## config.mk

```make
export PLATFORM = sky130hd
export DESIGN_NAME = temp_sensor_i2c_slave_regs
export DESIGN_NICKNAME = d
export VERILOG_FILES = /design/src/rtl/temp_sensor_pkg.sv /design/src/rtl/temp_sensor_i2c_slave_regs.sv
export SDC_FILE = /design/constraint.sdc
export NUM_CORES = 1
export LEC_CHECK = 0
export BUFFER_PORTS_ARGS = -buffer_cell sky130_fd_sc_hd__buf_2
export CAP_MARGIN = 15
export CORE_ASPECT_RATIO = 1.1
export CORE_UTILIZATION = 62
export CTS_CLUSTER_DIAMETER = 80
export DETAILED_ROUTE_END_ITERATION = 8
export PLACE_DENSITY = 0.8
export SLEW_MARGIN = 5
export SYNTH_ARGS = -nofsm -noshare
export SYNTH_HDL_FRONTEND = slang
export SYNTH_SLANG_ARGS = --single-unit
```

## constraint.sdc

```tcl
create_clock -name CORE_CLK_IN -period 3.2 [get_ports CORE_CLK_IN]
set_input_delay 0.32 -clock CORE_CLK_IN [delete_from_list [all_inputs] [get_ports CORE_CLK_IN]]
set_output_delay 0.32 -clock CORE_CLK_IN [all_outputs]
set_load 0.02 [all_outputs]
```

## src/rtl/temp_sensor_pkg.sv

```systemverilog
package temp_sensor_pkg;
    // ------------------------------------------------------------
    // bus address and pointer codes
    // ------------------------------------------------------------
    localparam logic [3:0] ADDR_FIXED_HI = 4'h9;
    localparam logic [2:0] PTR_TEMP = 3'h0;
    localparam logic [2:0] PTR_CONFIG = 3'h1;
    localparam logic [2:0] PTR_HYST = 3'h2;
    localparam logic [2:0] PTR_OVERTEMP = 3'h3;
    localparam logic [2:0] PTR_ONESHOT = 3'h4;
    localparam logic [7:0] PTR_RESET = 8'h00;
    // ------------------------------------------------------------
    // configuration fields and reset values
    // ------------------------------------------------------------
    localparam int CFG_SHUTDOWN = 0;
    localparam int CFG_INT_MODE = 1;
    localparam int CFG_POLARITY = 2;
    localparam int CFG_QUEUE_LO = 3;
    localparam int CFG_ONESHOT = 5;
    localparam logic [7:0] CONFIG_RESET = 8'h00;
    localparam logic [15:0] HYST_RESET = 16'h4B00;
    localparam logic [15:0] OVERTEMP_RESET = 16'h5000;
    localparam logic [2:0] QUEUE_1 = 3'h1;
    localparam logic [2:0] QUEUE_2 = 3'h2;
    localparam logic [2:0] QUEUE_4 = 3'h4;
    localparam logic [2:0] QUEUE_6 = 3'h6;
    // ------------------------------------------------------------
    // timing
    // ------------------------------------------------------------
    localparam int CLK_MHZ = 100;
    localparam int TIMEOUT_MS = 30;
    localparam int TIMEOUT_CYCLES = TIMEOUT_MS * 1000 * CLK_MHZ;
endpackage

```

## src/rtl/temp_sensor_i2c_slave_regs.sv

```systemverilog
// Summary of operation
// - fault queue code sets 1,2,4,6 faults
// - polarity bit zero gives active-low alert
// - mode bit selects comparator or interrupt
// - shutdown stops continuous conversions, one-shot starts and bus keep working
// - limits are 16-bit two's complement
// - limit reads send upper byte first
// - limits reset to 75 and 80 degrees
// - address is 1001 plus three pins
// - address pins sampled continuously
// - data line idle timeout abandons transfer
// - start then seven address bits, direction
// - acknowledge own address, else stay idle
// - nine clocks per byte, change low
// - direction zero writes, one reads
// - direction fixed until new start
// - first written byte loads the pointer
// - config write takes one data byte
// - limit write takes two data bytes
// - pointer low bits select register, resets zero
// - comparator asserts at limit, clears below hyst
// - interrupt clears on any register read
// - one-shot pointer write starts one conversion
`timescale 1ns/100ps
module temp_sensor_i2c_slave_regs #(
    parameter int TIMEOUT_CYCLES = temp_sensor_pkg::TIMEOUT_CYCLES
) (
    // clock and reset
    input wire logic CORE_CLK_IN,
    input wire logic RST_N_IN,
    // serial bus
    input wire logic SCL_IN,
    input wire logic SDA_IN,
    output logic SDA_OUT,
    output logic SDA_OE_OUT,
    // address select pins
    input wire logic ADDR_SELECT_BIT2_IN,
    input wire logic ADDR_SELECT_BIT1_IN,
    input wire logic ADDR_SELECT_BIT0_IN,
    // converter side
    input wire logic CONV_DONE_IN,
    input wire logic [15:0] TEMP_VALUE_IN,
    output logic CONV_RUN_OUT,
    output logic ONESHOT_START_OUT,
    // alert
    output logic OVERTEMP_ALERT_OUTPUT_OUT
);
    typedef enum logic [2:0] {
        ST_IDLE, ST_ADDR, ST_ACK, ST_WRITE, ST_READ, ST_RACK
    } bus_state_t;

    // ------------------------------------------------------------
    // synchronisers and edge detection
    // ------------------------------------------------------------
    logic [1:0] scl_sync_q, sda_sync_q;
    logic [2:0] addr_s1_q, addr_s2_q;
    logic scl_prev_q, sda_prev_q;
    logic scl_rise, scl_fall, start_det, stop_det, sda_edge;
    always_ff @(posedge CORE_CLK_IN or negedge RST_N_IN) begin
        if (!RST_N_IN) begin
            scl_sync_q <= 2'h3;
            sda_sync_q <= 2'h3;
            scl_prev_q <= 1'b1;
            sda_prev_q <= 1'b1;
            addr_s1_q <= 3'h0;
            addr_s2_q <= 3'h0;
        end else begin
            scl_sync_q <= {scl_sync_q[0], SCL_IN};
            sda_sync_q <= {sda_sync_q[0], SDA_IN};
            scl_prev_q <= scl_sync_q[1];
            sda_prev_q <= sda_sync_q[1];
            // pins re-sampled every cycle, no latch at power-up
            addr_s1_q <= {ADDR_SELECT_BIT2_IN, ADDR_SELECT_BIT1_IN,
                ADDR_SELECT_BIT0_IN};
            addr_s2_q <= addr_s1_q;
        end
    end
    assign scl_rise = scl_sync_q[1] && !scl_prev_q;
    assign scl_fall = !scl_sync_q[1] && scl_prev_q;
    assign sda_edge = sda_sync_q[1] != sda_prev_q;
    assign start_det = scl_sync_q[1] && scl_prev_q && sda_edge
        && !sda_sync_q[1];
    assign stop_det = scl_sync_q[1] && scl_prev_q && sda_edge
        && sda_sync_q[1];

    // ------------------------------------------------------------
    // bus engine and registers
    // ------------------------------------------------------------
    bus_state_t state_q, state_d;
    logic [3:0] bit_cnt_q, bit_cnt_d;
    logic [7:0] shift_q, shift_d;
    logic rnw_q, rnw_d;
    logic [1:0] byte_cnt_q, byte_cnt_d;
    logic [7:0] ptr_q, ptr_d;
    logic [7:0] cfg_q, cfg_d;
    logic [15:0] hyst_q, hyst_d;
    logic [15:0] otemp_q, otemp_d;
    logic [7:0] hold_q, hold_d;
    logic sda_low_q, sda_low_d;
    logic [31:0] idle_cnt_q, idle_cnt_d;
    logic oneshot_d, read_done_d;
    logic [15:0] rd_word;
    logic timeout;

    always_comb begin
        unique case (ptr_q[2:0])
            temp_sensor_pkg::PTR_TEMP: rd_word = TEMP_VALUE_IN;
            temp_sensor_pkg::PTR_CONFIG: rd_word = {cfg_q, cfg_q};
            temp_sensor_pkg::PTR_HYST: rd_word = hyst_q;
            temp_sensor_pkg::PTR_OVERTEMP: rd_word = otemp_q;
            default: rd_word = 16'h0000;
        endcase
    end

    assign timeout = idle_cnt_q >= 32'(TIMEOUT_CYCLES);

    always_comb begin
        state_d = state_q;
        bit_cnt_d = bit_cnt_q;
        shift_d = shift_q;
        rnw_d = rnw_q;
        byte_cnt_d = byte_cnt_q;
        ptr_d = ptr_q;
        cfg_d = cfg_q;
        hyst_d = hyst_q;
        otemp_d = otemp_q;
        hold_d = hold_q;
        sda_low_d = sda_low_q;
        oneshot_d = 1'b0;
        read_done_d = 1'b0;
        idle_cnt_d = (sda_edge || state_q == ST_IDLE) ? 32'h0
            : idle_cnt_q + 32'h1;
        if (start_det) begin
            // repeated start also re-reads the direction bit
            state_d = ST_ADDR;
            bit_cnt_d = 4'h0;
            sda_low_d = 1'b0;
            byte_cnt_d = 2'h0;
        end else if (stop_det || timeout) begin
            state_d = ST_IDLE;
            sda_low_d = 1'b0;
        end else begin
            unique case (state_q)
                ST_IDLE: sda_low_d = 1'b0;
                ST_ADDR, ST_WRITE: begin
                    if (scl_rise) begin
                        shift_d = {shift_q[6:0], sda_sync_q[1]};
                        bit_cnt_d = bit_cnt_q + 4'h1;
                    end
                    if (scl_fall && bit_cnt_q == 4'h8) begin
                        bit_cnt_d = 4'h0;
                        if (state_q == ST_ADDR) begin
                            if (shift_q[7:1] == {temp_sensor_pkg::ADDR_FIXED_HI,
                                    addr_s2_q}) begin
                                rnw_d = shift_q[0];
                                sda_low_d = 1'b1;
                                state_d = ST_ACK;
                            end else begin
                                state_d = ST_IDLE;
                            end
                        end else begin
                            sda_low_d = 1'b1;
                            state_d = ST_ACK;
                            if (byte_cnt_q == 2'h0) begin
                                ptr_d = shift_q;
                                oneshot_d = shift_q[2:0] ==
                                    temp_sensor_pkg::PTR_ONESHOT;
                            end else if (ptr_q[2:0] ==
                                    temp_sensor_pkg::PTR_CONFIG) begin
                                cfg_d = shift_q;
                            end else if (byte_cnt_q == 2'h1) begin
                                hold_d = shift_q;
                            end else if (byte_cnt_q == 2'h2 && ptr_q[2:0] ==
                                    temp_sensor_pkg::PTR_HYST) begin
                                hyst_d = {hold_q, shift_q};
                            end else if (byte_cnt_q == 2'h2 && ptr_q[2:0] ==
                                    temp_sensor_pkg::PTR_OVERTEMP) begin
                                otemp_d = {hold_q, shift_q};
                            end
                            if (byte_cnt_q != 2'h3) begin
                                byte_cnt_d = byte_cnt_q + 2'h1;
                            end
                        end
                    end
                end
                ST_ACK, ST_RACK: begin
                    if (state_q == ST_RACK && scl_rise && sda_sync_q[1]) begin
                        // master nack ends the read
                        state_d = ST_IDLE;
                    end else if (scl_fall) begin
                        // ninth clock done; release or present next byte
                        if (rnw_q) begin
                            shift_d = (byte_cnt_q == 2'h0) ? rd_word[15:8]
                                : rd_word[7:0];
                            sda_low_d = !shift_d[7];
                            shift_d = {shift_d[6:0], 1'b0};
                            bit_cnt_d = 4'h1;
                            byte_cnt_d = byte_cnt_q ^ 2'h1;
                            // only the address ack opens a new read
                            read_done_d = state_q == ST_ACK;
                            state_d = ST_READ;
                        end else begin
                            sda_low_d = 1'b0;
                            state_d = ST_WRITE;
                        end
                    end
                end
                ST_READ: if (scl_fall) begin
                    if (bit_cnt_q == 4'h8) begin
                        sda_low_d = 1'b0;
                        state_d = ST_RACK;
                    end else begin
                        sda_low_d = !shift_q[7];
                        shift_d = {shift_q[6:0], 1'b0};
                        bit_cnt_d = bit_cnt_q + 4'h1;
                    end
                end
                default: state_d = ST_IDLE;
            endcase
        end
    end

    always_ff @(posedge CORE_CLK_IN or negedge RST_N_IN) begin
        if (!RST_N_IN) begin
            state_q <= ST_IDLE;
            bit_cnt_q <= 4'h0;
            shift_q <= 8'h00;
            rnw_q <= 1'b0;
            byte_cnt_q <= 2'h0;
            ptr_q <= temp_sensor_pkg::PTR_RESET;
            cfg_q <= temp_sensor_pkg::CONFIG_RESET;
            hyst_q <= temp_sensor_pkg::HYST_RESET;
            otemp_q <= temp_sensor_pkg::OVERTEMP_RESET;
            hold_q <= 8'h00;
            sda_low_q <= 1'b0;
            idle_cnt_q <= 32'h0;
        end else begin
            state_q <= state_d;
            bit_cnt_q <= bit_cnt_d;
            shift_q <= shift_d;
            rnw_q <= rnw_d;
            byte_cnt_q <= byte_cnt_d;
            ptr_q <= ptr_d;
            cfg_q <= cfg_d;
            hyst_q <= hyst_d;
            otemp_q <= otemp_d;
            hold_q <= hold_d;
            sda_low_q <= sda_low_d;
            idle_cnt_q <= idle_cnt_d;
        end
    end
    assign SDA_OUT = 1'b0;
    assign SDA_OE_OUT = sda_low_q;

    // ------------------------------------------------------------
    // fault queue and alert
    // ------------------------------------------------------------
    logic [2:0] fault_cnt_q, fault_cnt_d, queue_need;
    logic alert_q, alert_d, os_start_q;
    logic fault, below_hyst;
    always_comb begin
        unique case (cfg_q[temp_sensor_pkg::CFG_QUEUE_LO +: 2])
            2'h0: queue_need = temp_sensor_pkg::QUEUE_1;
            2'h1: queue_need = temp_sensor_pkg::QUEUE_2;
            2'h2: queue_need = temp_sensor_pkg::QUEUE_4;
            2'h3: queue_need = temp_sensor_pkg::QUEUE_6;
        endcase
    end
    assign fault = $signed(TEMP_VALUE_IN) >= $signed(otemp_q);
    assign below_hyst = $signed(TEMP_VALUE_IN) < $signed(hyst_q);
    always_comb begin
        fault_cnt_d = fault_cnt_q;
        alert_d = alert_q;
        if (CONV_DONE_IN) begin
            if (!fault) begin
                fault_cnt_d = 3'h0;
            end else if (fault_cnt_q != queue_need) begin
                fault_cnt_d = fault_cnt_q + 3'h1;
            end
        end
        if (cfg_q[temp_sensor_pkg::CFG_INT_MODE]) begin
            // rising into the queue depth only: one event per crossing
            if (read_done_d) begin
                alert_d = 1'b0;
            end
            if (CONV_DONE_IN && fault && fault_cnt_d == queue_need
                    && fault_cnt_q != queue_need) begin
                alert_d = 1'b1;
            end
        end else if (CONV_DONE_IN) begin
            if (fault && fault_cnt_d == queue_need) begin
                alert_d = 1'b1;
            end else if (below_hyst) begin
                alert_d = 1'b0;
            end
        end
    end
    always_ff @(posedge CORE_CLK_IN or negedge RST_N_IN) begin
        if (!RST_N_IN) begin
            fault_cnt_q <= 3'h0;
            alert_q <= 1'b0;
            os_start_q <= 1'b0;
        end else begin
            fault_cnt_q <= fault_cnt_d;
            alert_q <= alert_d;
            os_start_q <= oneshot_d && cfg_q[temp_sensor_pkg::CFG_ONESHOT];
        end
    end
    assign OVERTEMP_ALERT_OUTPUT_OUT = alert_q
        ^ !cfg_q[temp_sensor_pkg::CFG_POLARITY];
    // one-shot mode idles the converter between triggers
    assign CONV_RUN_OUT = !cfg_q[temp_sensor_pkg::CFG_SHUTDOWN]
        && !cfg_q[temp_sensor_pkg::CFG_ONESHOT];
    assign ONESHOT_START_OUT = os_start_q;

    // ------------------------------------------------------------
    // checks
    // ------------------------------------------------------------
    AST_POLARITY: assert property (@(posedge CORE_CLK_IN) disable iff
        (!RST_N_IN) OVERTEMP_ALERT_OUTPUT_OUT ==
        (alert_q == cfg_q[temp_sensor_pkg::CFG_POLARITY]))
        else $error("alert polarity wrong");
    AST_SHUTDOWN: assert property (@(posedge CORE_CLK_IN) disable iff
        (!RST_N_IN) cfg_q[temp_sensor_pkg::CFG_SHUTDOWN] |-> !CONV_RUN_OUT)
        else $error("converter runs in shutdown");
    AST_STOP_IDLE: assert property (@(posedge CORE_CLK_IN) disable iff
        (!RST_N_IN) stop_det |=> state_q == ST_IDLE && !SDA_OE_OUT)
        else $error("stop did not release bus");
    AST_NOMATCH: assert property (@(posedge CORE_CLK_IN) disable iff
        (!RST_N_IN) state_q == ST_IDLE && !start_det |=> !SDA_OE_OUT)
        else $error("idle device drives data");
    AST_ACK: assert property (@(posedge CORE_CLK_IN) disable iff
        (!RST_N_IN) state_q == ST_ACK |-> SDA_OE_OUT)
        else $error("ack slot not driven low");
    AST_FAULT_CLR: assert property (@(posedge CORE_CLK_IN) disable iff
        (!RST_N_IN) CONV_DONE_IN && !fault |=> fault_cnt_q == 3'h0)
        else $error("fault counter not cleared");
    AST_CMP_CLR: assert property (@(posedge CORE_CLK_IN) disable iff
        (!RST_N_IN) !cfg_q[temp_sensor_pkg::CFG_INT_MODE] && CONV_DONE_IN
        && !fault && below_hyst |=> !alert_q)
        else $error("comparator alert not cleared");
    AST_INT_CLR: assert property (@(posedge CORE_CLK_IN) disable iff
        (!RST_N_IN) cfg_q[temp_sensor_pkg::CFG_INT_MODE] && read_done_d
        && !CONV_DONE_IN |=> !alert_q)
        else $error("read did not clear alert");
    AST_QUEUE: assert property (@(posedge CORE_CLK_IN) disable iff
        (!RST_N_IN) $rose(alert_q) |-> fault_cnt_q == queue_need)
        else $error("alert before queue depth");
    COV_READ: cover property (@(posedge CORE_CLK_IN) state_q == ST_READ);
    COV_WRITE: cover property (@(posedge CORE_CLK_IN)
        state_q == ST_WRITE && byte_cnt_q == 2'h2);
    COV_ALERT: cover property (@(posedge CORE_CLK_IN) $rose(alert_q));
    COV_ONESHOT: cover property (@(posedge CORE_CLK_IN) ONESHOT_START_OUT);
endmodule // temp_sensor_i2c_slave_regs

```

== After elaboration in Yosys (flattened, before gate mapping) ==
Cells that the tools add are included.

* Add/subtract/negate cells: 4
* $lt $le $gt $ge: 3
* Eq/ne operators: 47
* Multiplexer cells: 73
* Bitwise gates (word level): 9
* Reductions and logical operators: 55

{| class="wikitable"
|+ Operator list
! cell !! count
|-
| case mux 16 bit (4 select lines) || 1
|-
| two-way mux 8 bit || 7
|-
| two-way mux 3 bit || 12
|-
| two-way mux 4 bit || 9
|-
| adder 32 x 1 -> 32 bit, second input constant || 1
|-
| greater-or-equal comparator 32 x 22 -> 1 bit, second input constant || 1
|-
| two-way mux 32 bit || 1
|-
| two-way mux 1 bit || 31
|-
| inequality test 3 bit, second input constant || 8
|-
| inequality test 4 bit, second input constant || 6
|-
| case mux 3 bit (4 select lines) || 2
|-
| case mux 8 bit (3 select lines) || 1
|-
| AND reduction 6 bit || 4
|-
| AND reduction 8 bit || 3
|-
| inequality test 2 bit, second input constant || 10
|-
| AND reduction 9 bit || 2
|-
| logical AND 1 bit || 17
|-
| greater-or-equal comparator 16 bit || 1
|-
| < comparator 16 bit || 1
|-
| equality test 3 x 2 -> 1 bit, second input constant || 4
|-
| two-way mux 2 bit || 6
|-
| case mux 4 bit (3 select lines) || 1
|-
| inequality test 5 bit, second input constant || 2
|-
| AND reduction 10 bit || 1
|-
| other kinds (30) || 59
|}

* Flip-flop bits (word level): 119
* Input bits: 24
* Output and inout bits: 5
* Logic and storage cells: 213

== Logic depth before layout (Yosys ltp) ==
* Depth in word-level cells: 11
* Mapped depth: 10
* Gate-level depth less buffers: 10

== Worst setup path after synthesis ==
Ideal clock, no wire load.

* Path kind: flip-flop to flip-flop
* From: register otemp_q[14]
* To: register alert_q
* Setup time: 0.101 ns
* Data arrival time: 2.421 ns
* Required time: 3.099 ns
* Setup slack: 0.678 ns
* Stages on the path, launching flop included: 10
* Path buffers: 0
* Clock period less this slack: 2.522 ns
* Cell sequence: dfstp_2 > inv_1 > ha_1 > nand4_1 > a2111o_1 > and3_1 > o21ba_2 > a2111o_1 > o31a_1 > o32ai_1

* Longest elaborated chain between the ends: 8
* Elaborated cells on any way between the ends: 15
* Classes of those cells: order compare: 1; eq/ne: 2; mux: 6; reduce/logical: 6

{| class="wikitable"
|+ Ends and longest elaborated chain
! what !! RTL line !! text
|-
| from (decl) || temp_sensor_i2c_slave_regs.sv:97 || <nowiki>logic [15:0] otemp_q, otemp_d;</nowiki>
|-
| from (signal assigned) || temp_sensor_i2c_slave_regs.sv:233 || <nowiki>otemp_q <= temp_sensor_pkg::OVERTEMP_RESET;</nowiki>
|-
| from (signal assigned) || temp_sensor_i2c_slave_regs.sv:246 || <nowiki>otemp_q <= otemp_d;</nowiki>
|-
| greater-or-equal comparator 16 bit * || temp_sensor_i2c_slave_regs.sv:269 || <nowiki>assign fault = $signed(TEMP_VALUE_IN) >= $signed(otemp_q);</nowiki>
|-
| two-way mux 3 bit || temp_sensor_i2c_slave_regs.sv:275 || <nowiki>if (!fault) begin</nowiki>
|-
| two-way mux 3 bit || temp_sensor_i2c_slave_regs.sv:274 || <nowiki>if (CONV_DONE_IN) begin</nowiki>
|-
| equality test 3 bit || temp_sensor_i2c_slave_regs.sv:286, temp_sensor_i2c_slave_regs.sv:291 ||
|-
| logical AND 1 bit, on equally long branches || temp_sensor_i2c_slave_regs.sv:286, temp_sensor_i2c_slave_regs.sv:291 ||
|-
| logical AND 1 bit / two-way mux 1 bit (equally long branches) || temp_sensor_i2c_slave_regs.sv:287, temp_sensor_i2c_slave_regs.sv:291 ||
|-
| inequality test 3 x 1 -> 1 bit (no source line), or another cell as far along || n/a ||
|-
| AND reduction 3 bit (no source line) / two-way mux 1 bit (equally long branches) || n/a ||
|-
| to (signal assigned) || temp_sensor_i2c_slave_regs.sv:305 || <nowiki>alert_q <= alert_d;</nowiki>
|-
| to (decl) || temp_sensor_i2c_slave_regs.sv:259 || <nowiki>logic alert_q, alert_d, os_start_q;</nowiki>
|}

Every way passes the cells marked *; elsewhere a longest branch is shown, timed or not. The select of a mux whose other input is x is not followed.
A chain may end at the register's enable or synchronous reset.

== Worst setup path in the final report ==
* From: register otemp_q[14]
* To: register alert_q

* Longest elaborated chain between the ends: 8
* Elaborated cells on any way between the ends: 15
* Classes of those cells: order compare: 1; eq/ne: 2; mux: 6; reduce/logical: 6

{| class="wikitable"
|+ Ends and longest elaborated chain
! what !! RTL line !! text
|-
| greater-or-equal comparator 16 bit * || temp_sensor_i2c_slave_regs.sv:269 ||
|-
| two-way mux 3 bit * || temp_sensor_i2c_slave_regs.sv:275 ||
|-
| two-way mux 3 bit * || temp_sensor_i2c_slave_regs.sv:274 ||
|-
| named net fault_cnt_d[0] || temp_sensor_i2c_slave_regs.sv:258 || <nowiki>logic [2:0] fault_cnt_q, fault_cnt_d, queue_need;</nowiki>
|-
| equality test 3 bit * || temp_sensor_i2c_slave_regs.sv:286, temp_sensor_i2c_slave_regs.sv:291 ||
|-
| logical AND 1 bit, on equally long branches || temp_sensor_i2c_slave_regs.sv:286, temp_sensor_i2c_slave_regs.sv:291 ||
|-
| logical AND 1 bit / two-way mux 1 bit (equally long branches) || temp_sensor_i2c_slave_regs.sv:287, temp_sensor_i2c_slave_regs.sv:291 ||
|-
| inequality test 3 x 1 -> 1 bit (no source line), or another cell as far along || n/a ||
|-
| AND reduction 3 bit (no source line) / two-way mux 1 bit (equally long branches) || n/a ||
|}

Mark *: on every way through the listed nets, which the timed path passes. The rest lies on a longest branch. The select of a mux whose other input is x is not followed.

==> impl_metrics.tcl <==
set metrics [dict create \
    status "complete, no violations" \
    ant_nets 0 \
    netlist_area_sq_um 6900 \
    diodes 0 \
    place.port_buffers 27 \
    place_area_sq_um 7190 \
    yosys_warnings 0 \
    clock.fmax_ghz 0.358 \
    critPathLaunch "otemp_q[14]$_DFFE_PN1P_" \
    grt_pass1_wl_um 25100 \
    die_area_sq_um 11500 \
    grt_max_degree 56 \
    leakage_nw 3.45 \
    place_congestion 0.929 \
    pin_count 29 \
    cp_max_fo 5 \
    synth_commonest_cells "dfrtp_1 (107), nand2_1 (54), nor2_1 (52), a21oi_1 (51), inv_1 (49)" \
    final_nets 782 \
    synth_top_flop_cell "dfrtp_1" \
    rrSetupSlack_ps 410 \
    pwr_density_cell_nw_per_um2 577 \
    die_h_um 113 \
    ys_seq_area_frac 0.434 \
    cts_resized 0 \
    netlist_instances 685 \
    ir_drop_mv 0.353 \
    maxSlewHeadroom 0.481 \
    cts_max_level 4 \
    crit_path_start_kind "flop" \
    synth.distinct_cells 69 \
    tightest_slew_ps 776 \
    die_x_um 103 \
    synth_top_area_cell "dfrtp_1" \
    syn2layout_area_growth_pct 12.9 \
    first_pass_iters 5 \
    timing.rr.end "alert_q$_DFFE_PN0P_" \
    rsz0062_at_grt "no" \
    fin_cells 878 \
    skew_ps 9.49 \
    fin_setup_tns_ps 0 \
    fin_crit_sh 0.872 \
    end_kind "flop" \
    start_util 0.635 \
    drive_gt1_frac 0.211 \
    cts.sinks 119 \
    avgSynthCellArea_sq_um 10.1 \
    numCtsBuffers 17 \
    crit_type "flop to flop" \
    synth_top_area_frac 0.388 \
    crit_required_ps 3500 \
    overflow 0 \
    clock_latency_ps 410 \
    drt-initial-drc-count 261 \
    synth_most_common_cell "dfrtp_1" \
    cts.path.max_buffers 2 \
    timing.hold.ws_ps 28.5 \
    hold_violations 0 \
    ys_top_cells_by_area "dfrtp_1 (39%), mux2_2 (7.3%), ha_1 (7.3%)" \
    antenna_found_initial 0 \
    grt_use_met2 0.493 \
    ys_seq_elements 119 \
    cts_tree "built" \
    reg2regPathDepth 9 \
    drc 0 \
    grt_busiest_layer "met2" \
    grt_use_met1 0.335 \
    wl_um 15400 \
    dp.cells 843 \
    wire_per_inst_um 17.5 \
    drv_cap 0 \
    drv_slew 0 \
    clk_pin_slew_ps 50 \
    vias 5299 \
    r2r-start "otemp_q[14]$_DFFE_PN1P_" \
    grt_pass1_vias 5354 \
    met3_usage 0.0567 \
    hold_path_class "input pin to flop" \
    hold_buffers 3 \
    period_minus_slack_ps 2790 \
    clockRootBuffer "clkbuf_16" \
    gr-usage-all-layers 0.288 \
    row_count 40 \
    crit_path_end "alert_q$_DFFE_PN0P_" \
    design_area_sq_um 7780 \
    coreArea_sq_um 10900 \
    cp.arrival_ps 3090 \
    syn-num-nets 749 \
    viasPerCell 6.04 \
    cts_setup_buffers 0 \
    hpwl_um 10900 \
    async_flop_share 1.00 \
    setup_viol 0 \
    synth-edff-count 0 \
]
[logic make-up after synthesis]
logic type | count (synthesis) | share of synthesized area
simple gates | 200 | 0.150
compound gates | 153 | 0.147
flops | 119 | 0.434
buf+inv | 77 | 0.0459
mux | 62 | 0.107
fa+ha+maj | 40 | 0.0726
xor+xnor | 33 | 0.0419
other cells | 1 | 0.000544
[through the flow]
step	util	total power, mW	worst slack (ps)
6_report	0.717	4.49	410
5_1_grt	0.717	4.70	298
4_1_cts	0.717	4.50	428
3_5_place_dp	0.662	2.70	462
3_3_place_gp	0.662	2.66	570
2_1_floorplan	-	2.43	678
[flip-flops by register name (all words and copies together) (netlist names), 2 cells and up]
name         cells
shift_q          8
otemp_q         16
cfg_q            8
addr_s1_q        3
hyst_q          16
addr_s2_q        3
byte_cnt_q       2
scl_sync_q       2
sda_sync_q       2
ptr_q            3
bit_cnt_q        4
hold_q           8
idle_cnt_q      32
fault_cnt_q      3
state_q          3
[routing by layer]
metal,up-vias,wire [um],part of all wire
li1,2493,-,-
met3,39,613,0.040
met4,0,457,0.030
met5,-,0,0
met1,2617,6340,0.41
met2,150,7990,0.52
[report_power, final]
group / internal, mW / total [mW] / leakage, nW / switching [mW]
Sequential: 1.62 / 1.83 / 1.58 / 0.210
Combinational: 0.365 / 0.868 / 1.59 / 0.503
Clock: 1.14 / 1.79 / 0.279 / 0.647
Total: 3.13 / 4.49 / 3.45 / 1.36
[cells in the final DEF, fill, tap and decap left out, types with 15 or more instances in the layout]
cell type,instances
a21oi_1,51
ha_1,40
buf_2,26
xor2_1,18
dfrtp_1,107
inv_1,49
clkbuf_16,17
mux2_2,45
o21ai_0,30
nor2_1,52
nand3_1,18
xnor2_1,15
nand2_1,54
[critical path, cell delays in order, from the launching register on]
cell,delay (ps)
dfstp_2,540
inv_1,50
ha_1,290
nand4_1,190
a2111o_1,440
a31oi_1,310
o31ai_2,160
a2111o_1,360
o31a_1,110
o32ai_1,240
[cell type report]
cell class	count	area, sq um
clock buffers	23	488
clock inverters	9	75.1
fillers	778	3080
inverters	49	184
multi-input cells	489	3590
flip-flops and latches	119	2990
well taps	147	184
repair buffers	42	270
[worst min-delay path by stage]
stage | from | to | slack (ps) | cells after the start
after floorplan | RST_N_IN | ONESHOT_START_OUT$_DFF_PN0_ | 20 | 0
after global placement | addr_s1_q[0]$_DFF_PN0_ | addr_s2_q[0]$_DFF_PN0_ | 330 | 0
after detailed placement | addr_s1_q[0]$_DFF_PN0_ | addr_s2_q[0]$_DFF_PN0_ | 340 | 0
after CTS | ADDR_SELECT_BIT0_IN | addr_s1_q[0]$_DFF_PN0_ | 20 | 1
after global routing | ADDR_SELECT_BIT0_IN | addr_s1_q[0]$_DFF_PN0_ | 20 | 1
final | ADDR_SELECT_BIT2_IN | addr_s1_q[2]$_DFF_PN0_ | 30 | 1
No activity file was read; power rests on OpenSTA's default activity.
